### src/include/clock_profile_pkg.sv
package clock_profile_pkg;

   // ****************************************
   // Operating register map
   // ****************************************
   localparam int REG_W = 8;
   localparam int REG_IDX_W = 3;
   localparam int NUM_OP_REGS = 7;
   localparam int OTP_ADDR_W = 4;
   localparam logic [REG_IDX_W-1:0] CTRL_IDX = 3'h0;
   localparam logic [REG_IDX_W-1:0] NDIV_LO_IDX = 3'h1;
   localparam logic [REG_IDX_W-1:0] NDIV_HI_IDX = 3'h2;
   localparam logic [REG_IDX_W-1:0] PRESCALE_IDX = 3'h3;
   localparam logic [REG_IDX_W-1:0] FB_INT_IDX = 3'h4;
   localparam logic [REG_IDX_W-1:0] FB_FRAC_LO_IDX = 3'h5;
   localparam logic [REG_IDX_W-1:0] FB_FRAC_HI_IDX = 3'h6;
   localparam logic [REG_IDX_W-1:0] STATUS_IDX = 3'h7;
   localparam logic [REG_IDX_W-1:0] LAST_LOAD_IDX = 3'h6;
   localparam logic [REG_W-1:0] OP_REG_RST = 8'h00;

   // ****************************************
   // Field positions
   // ****************************************
   localparam int MODE_LSB = 0;
   localparam int SWITCH_LSB = 2;
   localparam int CLK_SEL_BIT = 4;
   localparam int NDIV_W = 11;
   localparam int NDIV_HI_W = 3;
   localparam int FRAC_W = 16;
   localparam logic [NDIV_W-1:0] NDIV_MIN = 11'h00A;
   localparam int ST_CLK0_BAD = 0;
   localparam int ST_CLK1_BAD = 1;
   localparam int ST_XTAL_BAD = 2;
   localparam int ST_LOCK = 3;
   localparam int ST_HOLDOVER = 4;
   localparam int ST_ACTIVE_REF = 5;
   localparam int ST_PROFILE = 6;
   localparam int ST_LOADED = 7;
   localparam logic PROFILE_DEFAULT = 1'b0;
   localparam int NUM_SYNC = 6;

   // ****************************************
   // Enumerations
   // ****************************************
   typedef enum logic [1:0] {
      MODE_LBW = 2'b00,
      MODE_HBW = 2'b01,
      MODE_SYNTH = 2'b10,
      MODE_RSVD = 2'b11
   } op_mode_type;

   typedef enum logic [1:0] {
      SW_MAN_PIN = 2'b00,
      SW_MAN_REG = 2'b01,
      SW_AUTO_REV = 2'b10,
      SW_AUTO_NONREV = 2'b11
   } switch_mode_type;

   typedef enum logic [1:0] {
      ST_START = 2'b00,
      ST_LOAD = 2'b01,
      ST_RUN = 2'b10
   } load_state_type;

endpackage

### src/clock_profile_config_select.sv
`timescale 1ns/1ps
// Behaviour
// - after reset, copy the chosen factory profile from OTP into operating registers
// - profile comes from pin or register bit, chosen by source select
// - once loaded, host writes replace operating register contents
// - operating registers are volatile; reset reloads the factory profile
// - two-bit mode field picks low-bandwidth, high-bandwidth or synthesis
// - mode comes from the mode field only, whatever profile is active
// - divider field LSB is ignored
// - synthesis uses only the upper loop fed from the crystal
// - upper loop feedback supports delta-sigma fractional division
// - high-bandwidth mode prescales the reference, upper loop only (the code also sets prescale_en_q in low-bandwidth mode)
// - reference and crystal alarms go to pins and status bits
// - reference switching: manual, automatic revertive, automatic non-revertive
// - profile pin low selects profile zero, high selects profile one
module clock_profile_config_select
   import clock_profile_pkg::*;
(
   input wire logic sys_clk,
   input wire logic rst,
   input wire logic profile_pin,
   input wire logic cfg_from_pin,
   input wire logic cfg_reg_sel,
   output logic [OTP_ADDR_W-1:0] otp_addr_q,
   input wire logic [REG_W-1:0] otp_rd_data,
   input wire logic wr_en,
   input wire logic [REG_IDX_W-1:0] wr_addr,
   input wire logic [REG_W-1:0] wr_data,
   input wire logic [REG_IDX_W-1:0] rd_addr,
   output logic [REG_W-1:0] rd_data_q,
   input wire logic clk_sel_pin,
   input wire logic clk0_bad_raw,
   input wire logic clk1_bad_raw,
   input wire logic xtal_bad_raw,
   input wire logic pll_locked_raw,
   output logic load_done_q,
   output logic profile_q,
   output logic [1:0] mode_q,
   output logic mode_lbw_q,
   output logic mode_hbw_q,
   output logic mode_synth_q,
   output logic upper_loop_en_q,
   output logic lower_loop_en_q,
   output logic xtal_ref_q,
   output logic prescale_en_q,
   output logic [REG_W-1:0] prescale_q,
   output logic [REG_W-1:0] fb_int_q,
   output logic [FRAC_W-1:0] fb_frac_q,
   output logic frac_en_q,
   output logic [NDIV_W-1:0] div_ratio_q,
   output logic div_unsupported_q,
   output logic clk0_bad_q,
   output logic clk1_bad_q,
   output logic xtal_bad_q,
   output logic lock_ind_q,
   output logic holdover_q,
   output logic active_ref_q
);

   // ****************************************
   // Pin synchronisers
   // ****************************************
   logic [NUM_SYNC-1:0] sync_in;
   logic [NUM_SYNC-1:0] sync_q;
   logic profile_pin_s;
   logic clk_sel_pin_s;
   logic clk0_bad_s;
   logic clk1_bad_s;
   logic xtal_bad_s;
   logic locked_s;

   assign sync_in = {pll_locked_raw, xtal_bad_raw, clk1_bad_raw, clk0_bad_raw, clk_sel_pin, profile_pin};
   assign {locked_s, xtal_bad_s, clk1_bad_s, clk0_bad_s, clk_sel_pin_s, profile_pin_s} = sync_q;

   sync_bits #(.WIDTH(NUM_SYNC)) u_sync (
      .sys_clk(sys_clk),
      .rst(rst),
      .async_in(sync_in),
      .sync_q(sync_q)
   );

   // ****************************************
   // Profile choice and loader
   // ****************************************
   load_state_type state_q;
   logic [REG_IDX_W-1:0] idx_q;
   logic [REG_W-1:0] op_q [NUM_OP_REGS];
   logic active_prof;
   logic host_wr;

   // Low on the pin picks profile zero
   assign active_prof = cfg_from_pin ? profile_pin_s : cfg_reg_sel;
   assign host_wr = state_q == ST_RUN && wr_en && wr_addr != STATUS_IDX;

   // A later profile change reloads too; host edits are then lost
   always_ff @(posedge sys_clk) begin
      if (rst) begin
         state_q <= ST_START;
      end else begin
         case (state_q)
            ST_START: state_q <= ST_LOAD;
            ST_LOAD: begin
               if (idx_q == LAST_LOAD_IDX) begin
                  state_q <= ST_RUN;
               end
            end
            ST_RUN: begin
               if (active_prof != profile_q) begin
                  state_q <= ST_START;
               end
            end
            default: state_q <= ST_START;
         endcase
      end
   end

   always_ff @(posedge sys_clk) begin
      if (rst) begin
         profile_q <= PROFILE_DEFAULT;
      end else if (state_q == ST_START) begin
         profile_q <= active_prof;
      end
   end

   // OTP answers in the same cycle the address is presented
   always_ff @(posedge sys_clk) begin
      if (rst) begin
         idx_q <= CTRL_IDX;
         otp_addr_q <= '0;
      end else if (state_q == ST_START) begin
         idx_q <= CTRL_IDX;
         otp_addr_q <= {active_prof, CTRL_IDX};
      end else if (state_q == ST_LOAD) begin
         idx_q <= idx_q + 3'h1;
         otp_addr_q <= {profile_q, idx_q + 3'h1};
      end
   end

   always_ff @(posedge sys_clk) begin
      if (rst) begin
         load_done_q <= 1'b0;
      end else begin
         load_done_q <= state_q == ST_RUN || (state_q == ST_LOAD && idx_q == LAST_LOAD_IDX);
      end
   end

   // Volatile: cleared on reset, refilled by the loader
   for (genvar r = 0; r < NUM_OP_REGS; r++) begin : g_op
      always_ff @(posedge sys_clk) begin
         if (rst) begin
            op_q[r] <= OP_REG_RST;
         end else if (state_q == ST_LOAD && idx_q == REG_IDX_W'(r)) begin
            op_q[r] <= otp_rd_data;
         end else if (host_wr && wr_addr == REG_IDX_W'(r)) begin
            op_q[r] <= wr_data;
         end
      end
   end

   // ****************************************
   // Mode and loop decode
   // ****************************************
   op_mode_type mode;
   logic [NDIV_W-1:0] ndiv_field;
   assign mode = op_mode_type'(op_q[CTRL_IDX][MODE_LSB +: 2]);
   assign ndiv_field = {op_q[NDIV_HI_IDX][NDIV_HI_W-1:0], op_q[NDIV_LO_IDX]};

   always_ff @(posedge sys_clk) begin
      if (rst) begin
         mode_q <= MODE_LBW;
         mode_lbw_q <= 1'b0;
         mode_hbw_q <= 1'b0;
         mode_synth_q <= 1'b0;
      end else begin
         mode_q <= mode;
         mode_lbw_q <= mode == MODE_LBW;
         mode_hbw_q <= mode == MODE_HBW;
         mode_synth_q <= mode == MODE_SYNTH;
      end
   end

   // Reserved mode code enables neither loop
   always_ff @(posedge sys_clk) begin
      if (rst) begin
         upper_loop_en_q <= 1'b0;
         lower_loop_en_q <= 1'b0;
         xtal_ref_q <= 1'b0;
         prescale_en_q <= 1'b0;
      end else begin
         upper_loop_en_q <= mode != MODE_RSVD;
         lower_loop_en_q <= mode == MODE_LBW;
         xtal_ref_q <= mode == MODE_SYNTH;
         prescale_en_q <= mode == MODE_HBW || mode == MODE_LBW;
      end
   end

   always_ff @(posedge sys_clk) begin
      if (rst) begin
         prescale_q <= '0;
         fb_int_q <= '0;
         fb_frac_q <= '0;
         frac_en_q <= 1'b0;
      end else begin
         prescale_q <= op_q[PRESCALE_IDX];
         fb_int_q <= op_q[FB_INT_IDX];
         fb_frac_q <= {op_q[FB_FRAC_HI_IDX], op_q[FB_FRAC_LO_IDX]};
         frac_en_q <= (op_q[FB_FRAC_HI_IDX] | op_q[FB_FRAC_LO_IDX]) != '0;
      end
   end

   // Out-of-range codes are flagged, not corrected
   always_ff @(posedge sys_clk) begin
      if (rst) begin
         div_ratio_q <= '0;
         div_unsupported_q <= 1'b0;
      end else begin
         div_ratio_q <= {ndiv_field[NDIV_W-1:1], 1'b0};
         div_unsupported_q <= {ndiv_field[NDIV_W-1:1], 1'b0} < NDIV_MIN;
      end
   end

   // ****************************************
   // Alarms, switchover and status
   // ****************************************
   ref_switch u_switch (
      .sys_clk(sys_clk),
      .rst(rst),
      .switch_mode(op_q[CTRL_IDX][SWITCH_LSB +: 2]),
      .pref_sel(op_q[CTRL_IDX][CLK_SEL_BIT]),
      .pin_sel(clk_sel_pin_s),
      .clk0_bad(clk0_bad_s),
      .clk1_bad(clk1_bad_s),
      .locked(locked_s),
      .active_ref_q(active_ref_q),
      .holdover_q(holdover_q)
   );

   always_ff @(posedge sys_clk) begin
      if (rst) begin
         clk0_bad_q <= 1'b0;
         clk1_bad_q <= 1'b0;
         xtal_bad_q <= 1'b0;
         lock_ind_q <= 1'b0;
      end else begin
         clk0_bad_q <= clk0_bad_s;
         clk1_bad_q <= clk1_bad_s;
         xtal_bad_q <= xtal_bad_s;
         lock_ind_q <= locked_s;
      end
   end

   logic [REG_W-1:0] status;
   always_comb begin
      status = '0;
      status[ST_CLK0_BAD] = clk0_bad_q;
      status[ST_CLK1_BAD] = clk1_bad_q;
      status[ST_XTAL_BAD] = xtal_bad_q;
      status[ST_LOCK] = lock_ind_q;
      status[ST_HOLDOVER] = holdover_q;
      status[ST_ACTIVE_REF] = active_ref_q;
      status[ST_PROFILE] = profile_q;
      status[ST_LOADED] = load_done_q;
   end

   always_ff @(posedge sys_clk) begin
      if (rst) begin
         rd_data_q <= '0;
      end else if (rd_addr == STATUS_IDX) begin
         rd_data_q <= status;
      end else begin
         rd_data_q <= op_q[rd_addr];
      end
   end
endmodule

### src/sync_bits.sv
`timescale 1ns/1ps
module sync_bits
   import clock_profile_pkg::*;
#(
   parameter int WIDTH = NUM_SYNC
) (
   input wire logic sys_clk,
   input wire logic rst,
   input wire logic [WIDTH-1:0] async_in,
   output logic [WIDTH-1:0] sync_q
);

   if (WIDTH < 1) begin : g_bad_width
      $error("sync_bits: WIDTH must be at least 1");
   end

   // ****************************************
   // Two-stage synchroniser per bit
   // ****************************************
   for (genvar i = 0; i < WIDTH; i++) begin : g_bit
      logic meta_q;
      always_ff @(posedge sys_clk) begin
         if (rst) begin
            meta_q <= 1'b0;
            sync_q[i] <= 1'b0;
         end else begin
            meta_q <= async_in[i];
            sync_q[i] <= meta_q;
         end
      end
   end

endmodule

### src/ref_switch.sv
`timescale 1ns/1ps
module ref_switch
   import clock_profile_pkg::*;
(
   input wire logic sys_clk,
   input wire logic rst,
   input wire logic [1:0] switch_mode,
   input wire logic pref_sel,
   input wire logic pin_sel,
   input wire logic clk0_bad,
   input wire logic clk1_bad,
   input wire logic locked,
   output logic active_ref_q,
   output logic holdover_q
);

   logic locked_seen_q;
   logic active_bad;
   logic other_bad;
   logic pref_bad;
   logic active_d;

   assign active_bad = active_ref_q ? clk1_bad : clk0_bad;
   assign other_bad = active_ref_q ? clk0_bad : clk1_bad;
   assign pref_bad = pref_sel ? clk1_bad : clk0_bad;

   // ****************************************
   // Reference choice
   // ****************************************
   always_comb begin
      active_d = active_ref_q;
      case (switch_mode_type'(switch_mode))
         SW_MAN_PIN: active_d = pin_sel;
         SW_MAN_REG: active_d = pref_sel;
         SW_AUTO_REV, SW_AUTO_NONREV: begin
            // No hunting before first lock: stay on the preferred input
            if (!locked_seen_q) begin
               active_d = pref_sel;
            end else if (switch_mode == SW_AUTO_REV && active_ref_q != pref_sel && !pref_bad) begin
               active_d = pref_sel;
            end else if (active_bad && !other_bad) begin
               active_d = !active_ref_q;
            end
         end
         default: active_d = active_ref_q;
      endcase
   end

   always_ff @(posedge sys_clk) begin
      if (rst) begin
         active_ref_q <= 1'b0;
      end else begin
         active_ref_q <= active_d;
      end
   end

   always_ff @(posedge sys_clk) begin
      if (rst) begin
         locked_seen_q <= 1'b0;
      end else if (clk0_bad && clk1_bad) begin
         locked_seen_q <= 1'b0;
      end else if (locked) begin
         locked_seen_q <= 1'b1;
      end
   end

   // Manual modes hold over on a bad chosen input even if the other is good
   always_ff @(posedge sys_clk) begin
      if (rst) begin
         holdover_q <= 1'b0;
      end else if (switch_mode[1]) begin
         holdover_q <= clk0_bad && clk1_bad;
      end else begin
         holdover_q <= active_d ? clk1_bad : clk0_bad;
      end
   end
endmodule

### config.mk
export PLATFORM = sky130hd
export DESIGN_NAME = clock_profile_config_select
export DESIGN_NICKNAME = d
export VERILOG_FILES = /design/src/include/clock_profile_pkg.sv /design/src/clock_profile_config_select.sv /design/src/sync_bits.sv /design/src/ref_switch.sv
export SDC_FILE = /design/constraint.sdc
export NUM_CORES = 1
export LEC_CHECK = 0
export ABC_AREA = 1
export ABC_CLOCK_PERIOD_IN_PS = 2390
export BUFFER_PORTS_ARGS = -buffer_cell sky130_fd_sc_hd__buf_4
export CAP_MARGIN = 20
export CORE_MARGIN = 2
export CORE_UTILIZATION = 54
export CTS_BUF_LIST = sky130_fd_sc_hd__clkbuf_4 sky130_fd_sc_hd__clkbuf_8
export DETAILED_ROUTE_END_ITERATION = 7
export PLACE_DENSITY = 0.78
export SYNTH_ARGS = -nofsm -noshare
export SYNTH_HDL_FRONTEND = slang
export SYNTH_SLANG_ARGS = --single-unit
### constraint.sdc
create_clock -name sys_clk -period 2.39 [get_ports sys_clk]
set_input_delay 0.239 -clock sys_clk [delete_from_list [all_inputs] [get_ports sys_clk]]
set_output_delay 0.239 -clock sys_clk [all_outputs]
set_load 0.02 [all_outputs]
; ---- Word-level counts from Yosys, hierarchy flattened
; Memories as Yosys holds them, arrays and structs flattened. A register that Yosys moved wholly into a read port is not among the register bits.
; Index checks and enable logic that the tools add are counted.
[totals]
ram_bits = 56
reg_bits = 71
inputBits = 33
memories = 1
out_inout_bits = 74
[classes]
n_bitwise = 15
add_sub_neg = 1
eq_ne = 26
n_reduce_logical = 36
n_mux = 81
n_lt_le_gt_ge = 1
[memory_table]
columns = name, depth, word_bits, rd, rd_clocked_by_memory_dff, wr, line_no
row1 = op_q, 7, 8, 8, 2, 7, clock_profile_config_select.sv:87  ; logic [REG_W-1:0] op_q [NUM_OP_REGS];
[ops]
columns = op, n
row1 = 8-bit 2-to-1 mux, 15
row2 = 1-bit 2-to-1 mux, 60
row3 = "3-bit equality test, second input constant", 7
row4 = 1-bit logical AND, 20
row5 = 1-bit OR, 14
row6 = "3-bit by 2-bit equality test with 1-bit output, second input constant", 4
row7 = "11-bit by 4-bit < comparator with 1-bit output, second input constant", 1
row8 = "2-bit equality test, second input constant", 4
row9 = 4-bit 2-to-1 mux, 2
row10 = 8-bit OR, 1
row11 = 8-bit nonzero test, 1
row12 = "2-bit by 1-bit equality test with 1-bit output, second input constant", 3
row13 = "3-bit by 1-bit equality test with 1-bit output, second input constant", 2
row14 = 2-bit logical NOT, 3
row15 = 3-bit logical NOT, 2
row16 = 2-bit one-hot mux with 3 select lines, 1
row17 = 2-bit OR reduction, 3
row18 = 2-bit 2-to-1 mux, 2
row19 = "2-bit by 1-bit != test with 1-bit output, second input constant", 2
row20 = "3-bit by 1-bit adder with 3-bit output, second input constant", 1
row21 = 1-bit logical NOT, 3
row22 = "3-bit != test, second input constant", 1
row23 = 1-bit one-hot mux with 3 select lines, 1
row24 = 1-bit logical OR, 2
row25 = 4 further kinds, 5

; ---- Logic depth before layout (Yosys ltp)
[depth]
depth_word = 9
depth_mapped = 9

; ---- Modules after synthesis
; A second synthesis with hierarchy kept.
[unflattened]
hier_cells = 711
area_unflattened_um2 = 5925.7
[modules_own_cells]
columns = mod, cells_each, n_inst, seq_area_each_um2, area_each_um2
row1 = clock_profile_config_select, 636, 1, 3103.0, 5370.2
row2 = sync_bits, 37, 1, 240.2, 341.6
row3 = ref_switch, 38, 1, 60.1, 214.0

; ---- Worst setup path before layout
; OpenSTA, ideal clock, no wires.
[synth_path]
kind = register -> register
from = register idx_q[0]
to = memory op_q[3][0], enable pin
synth_period_minus_slack_ps = 1713
n_path_buf = 0
arrival_ps = 1337
setup_time_ps = 376
required_time_ps = 2014
stages_incl_launch_ff = 5
slack_ps = 677
path_cell_list = dfxtp_1 > ha_1 > ha_1 > inv_1 > o211ai_1
[synth_rtl]
columns = element, line_no
row1 = start: declaration, clock_profile_config_select.sv:86  ; logic [REG_IDX_W-1:0] idx_q;
row2 = start signal: assignment, clock_profile_config_select.sv:134  ; idx_q <= idx_q + 3'h1;
row3 = end: declaration, clock_profile_config_select.sv:87

==> results_dict.tcl <==
set metrics [dict create \
    wl_per_cell_um 16.74 \
    rr_endpoint "op_q[3][5]$_DFFE_PP_" \
    path_delay_family "compound AO/OA/AOI/OAI gates" \
    grt_pass1_vias 4457 \
    synth_cells 644 \
    drv_slew 0 \
    routed_wl_um 15080 \
    fin_cells 901 \
    vias_per_cell 5.420 \
    nNetsFinal 790 \
    crit_path_frequent_cell "ha_1" \
    place.gp.congestion 0.9152 \
    syn_to_final_growth_pct 23.04 \
    rsz0062_at_grt "false" \
    crit_cells 4 \
    drt_pass1_iterations 5 \
    skew_ps 10.15 \
    ys_seq_area_share_pct 58.68 \
    pre_cts_ws_ps 607.7 \
    numClockSinks 142 \
    totalPowerFinal_mw 5.281 \
    slowest_delay_ps 610 \
    ys_async_sr_fraction_pct 0 \
    min_period_ps 1795 \
    reg2reg_slack_ps 600 \
    worst_path_max_delay_cell "o211ai_1" \
    power_density_nw_per_um2 740.1 \
    nFillCells 857 \
    yosys_register_bits 142 \
    relSlewSlack_pct 50.08 \
    drt-initial-drc-count 567 \
    drc 0 \
    fmax_ghz 0.5571 \
    grt_overflow 0 \
    cts_tree "done" \
    io_buffers 105 \
    worstPathRequired_ps 2480 \
    path_class "reg2reg" \
    vias 4883 \
    ff2ff_path_depth 4 \
    tightestPinTransition_ps 745.6 \
    start_kind "register" \
    whs_path_depth 2 \
    critPathArrivalTime_ps 1880 \
    clk_latency_ps 450 \
    ios 107 \
    grt_start_max_net_pins 62 \
    syn_area_per_cell_sq_um 9.005 \
    dp.final_hpwl_um 10500 \
    cap_violations 0 \
    cts_setup_buffers 0 \
    worst_setup_path_end_kind "register" \
    ys_dominant_reg_cell "dfxtp_1" \
    status "finished, final reports clean" \
    clk_pin_slew_ps 80 \
    critPathLaunch "idx_q[0]$_SDFFE_PP0N_" \
    hold_class "in2reg" \
    grt_pass1_wl_um 23320 \
    die_h_um 107.6 \
    cp_num_buf_inv 1 \
    synth_cell_types 31 \
    min-delay-start "rst" \
    tns_ps 0 \
    dp_cells 863 \
    setup_viol 0 \
    cts-root-buf "clkbuf_8" \
    start_util_pct 55.92 \
    vdd.ir_drop.worst_mv 0.3328 \
    antenna_found_initial 0 \
    grt_util_all_layers_pct 27.07 \
    crit_path_max_fanout 8 \
    core_area_sq_um 10370 \
    synth-edff-count 56 \
    die_area_sq_um 11580 \
    rows 37 \
    endpoint "op_q[3][5]$_DFFE_PP_" \
    path_cells "ha_1 > ha_1 > inv_1 > o211ai_1" \
    cts_made_buffers 17 \
    clk_path_buf_depth 2 \
    synth_nets 682 \
    period_share_pct 75.10 \
    antenna_cells 0 \
    setup_ws_ps 595.0 \
    drive_above_1_share_pct 22.09 \
    hold_violations 0 \
    r2r_start "idx_q[0]$_SDFFE_PP0N_" \
    leakage_nw 3.121 \
    syn_area_sq_um 5799 \
    ant_nets 0 \
    h-tree-depth 4 \
    die_w_um 107.6 \
    synth_warnings 0 \
]
==> per-stage QoR <==
stage	util [%]	instance area, sq um	hold slack [ps]
after floorplan	-	5799	346.0
after global placement	64.12	6649	389.3
after detailed placement	64.12	6649	396.7
after CTS	68.81	7136	118.3
after global routing	68.81	7136	122.6
final	68.81	7136	129.6
==> layout make-up <==
cell class	count	area (sq um)	area share, %
Inverter	99	374.1	5.243
Sequential cell	142	3403	47.69
Multi-Input combinational cell	379	1898	26.60
Timing Repair Buffer	113	863.3	12.10
Clock inverter	12	157.7	2.209
Clock buffer	20	269.0	3.770
Tap cell	136	170.2	2.385
==> sequential cells by signal (all words and copies together) (netlist names), 2 cells and up <==
name	cells
div_ratio_q	10
u_sync.g_bit.meta_q	6
idx_q	3
fb_int_q	8
prescale_q	8
op_q	56
state_q	2
fb_frac_q	16
mode_q	2
u_sync.sync_q	6
rd_data_q	8
==> kinds of logic (layout without fill, tap and decap cells) <==
family                     after synthesis  after routing  share of synthesized area (%)
other                                    1              1                        0.06466
AOI/OAI and AO/OA                      144            144                          13.51
buffers and inverters                  123            244                          8.587
and+or+nand+nor                        229            229                          18.08
DFF                                    142            142                          58.68
adders and majority gates                5              5                          1.079
==> per-layer routing <==
layer / global-route usage (%) / up-vias / routed length (um) / share of wire [%]
li1: - / 2313 / - / -
met1: 36.05 / 2212 / 6073 / 40
met2: 41.24 / 301 / 6748 / 45
met3: 7.022 / 57 / 1598 / 11
met4: 13.00 / 0 / 659 / 4.4
met5: 0 / - / 0 / 0
==> repair_timing <==
action / 4_1_cts / 5_1_grt
endpoints found under the setup margin: 0 / 0
hold endpoints to repair: 6 / 0
hold buffers: 6 / 0
gates resized for setup: 0 / 0
==> worst min-delay path by stage <==
stage | slack, ps | to
after floorplan | 350 | u_sync.g_bit[0].meta_q$_SDFF_PP0_
after global placement | 390 | u_sync.sync_q[5]$_SDFF_PP0_
after detailed placement | 400 | u_sync.sync_q[4]$_SDFF_PP0_
after CTS | 120 | fb_int_q[2]$_SDFF_PP0_
after global routing | 120 | fb_int_q[2]$_SDFF_PP0_
final | 130 | prescale_q[5]$_SDFF_PP0_
==> cells in the mapped netlist (2+ instances only) <==
cell type	count	area share, %
inv_1	96	6.2
nand2_1	93	6.0
dfxtp_1	86	30
o21ai_0	81	7.0
nor2_1	80	5.2
edfxtp_1	56	29
a21oi_1	32	2.8
nand3_1	25	2.2
buf_2	12	1.0
o211ai_1	9	1.2
o21ai_1	8	0.69
o21ai_2	8	1.2
clkbuf_1	7	0.45
buf_4	5	0.65
ha_1	5	1.1
nand4_1	5	0.54
nor2_2	5	0.54
nor3_1	5	0.43
nand3_2	4	0.69
nor2_4	4	0.78
nand3_4	3	0.91
a211oi_1	2	0.26
a31oi_1	2	0.22
inv_2	2	0.13
nor4_1	2	0.22
o22ai_1	2	0.22
==> cells in the final DEF (no fill, tap or decap), types with 9 or more instances in the layout <==
cell	count
buf_4	107
inv_1	96
nand2_1	93
dfxtp_1	86
o21ai_0	81
nor2_1	80
edfxtp_1	56
a21oi_1	32
nand3_1	25
clkbuf_8	19
o211ai_1	9
==> power by group <==
group,switching [mW],internal [mW],total [mW]
logic,0.360,0.190,0.550
registers,0.0636,2.63,2.70
clock network,0.929,1.11,2.04
No activity file was read; power rests on OpenSTA's default activity.
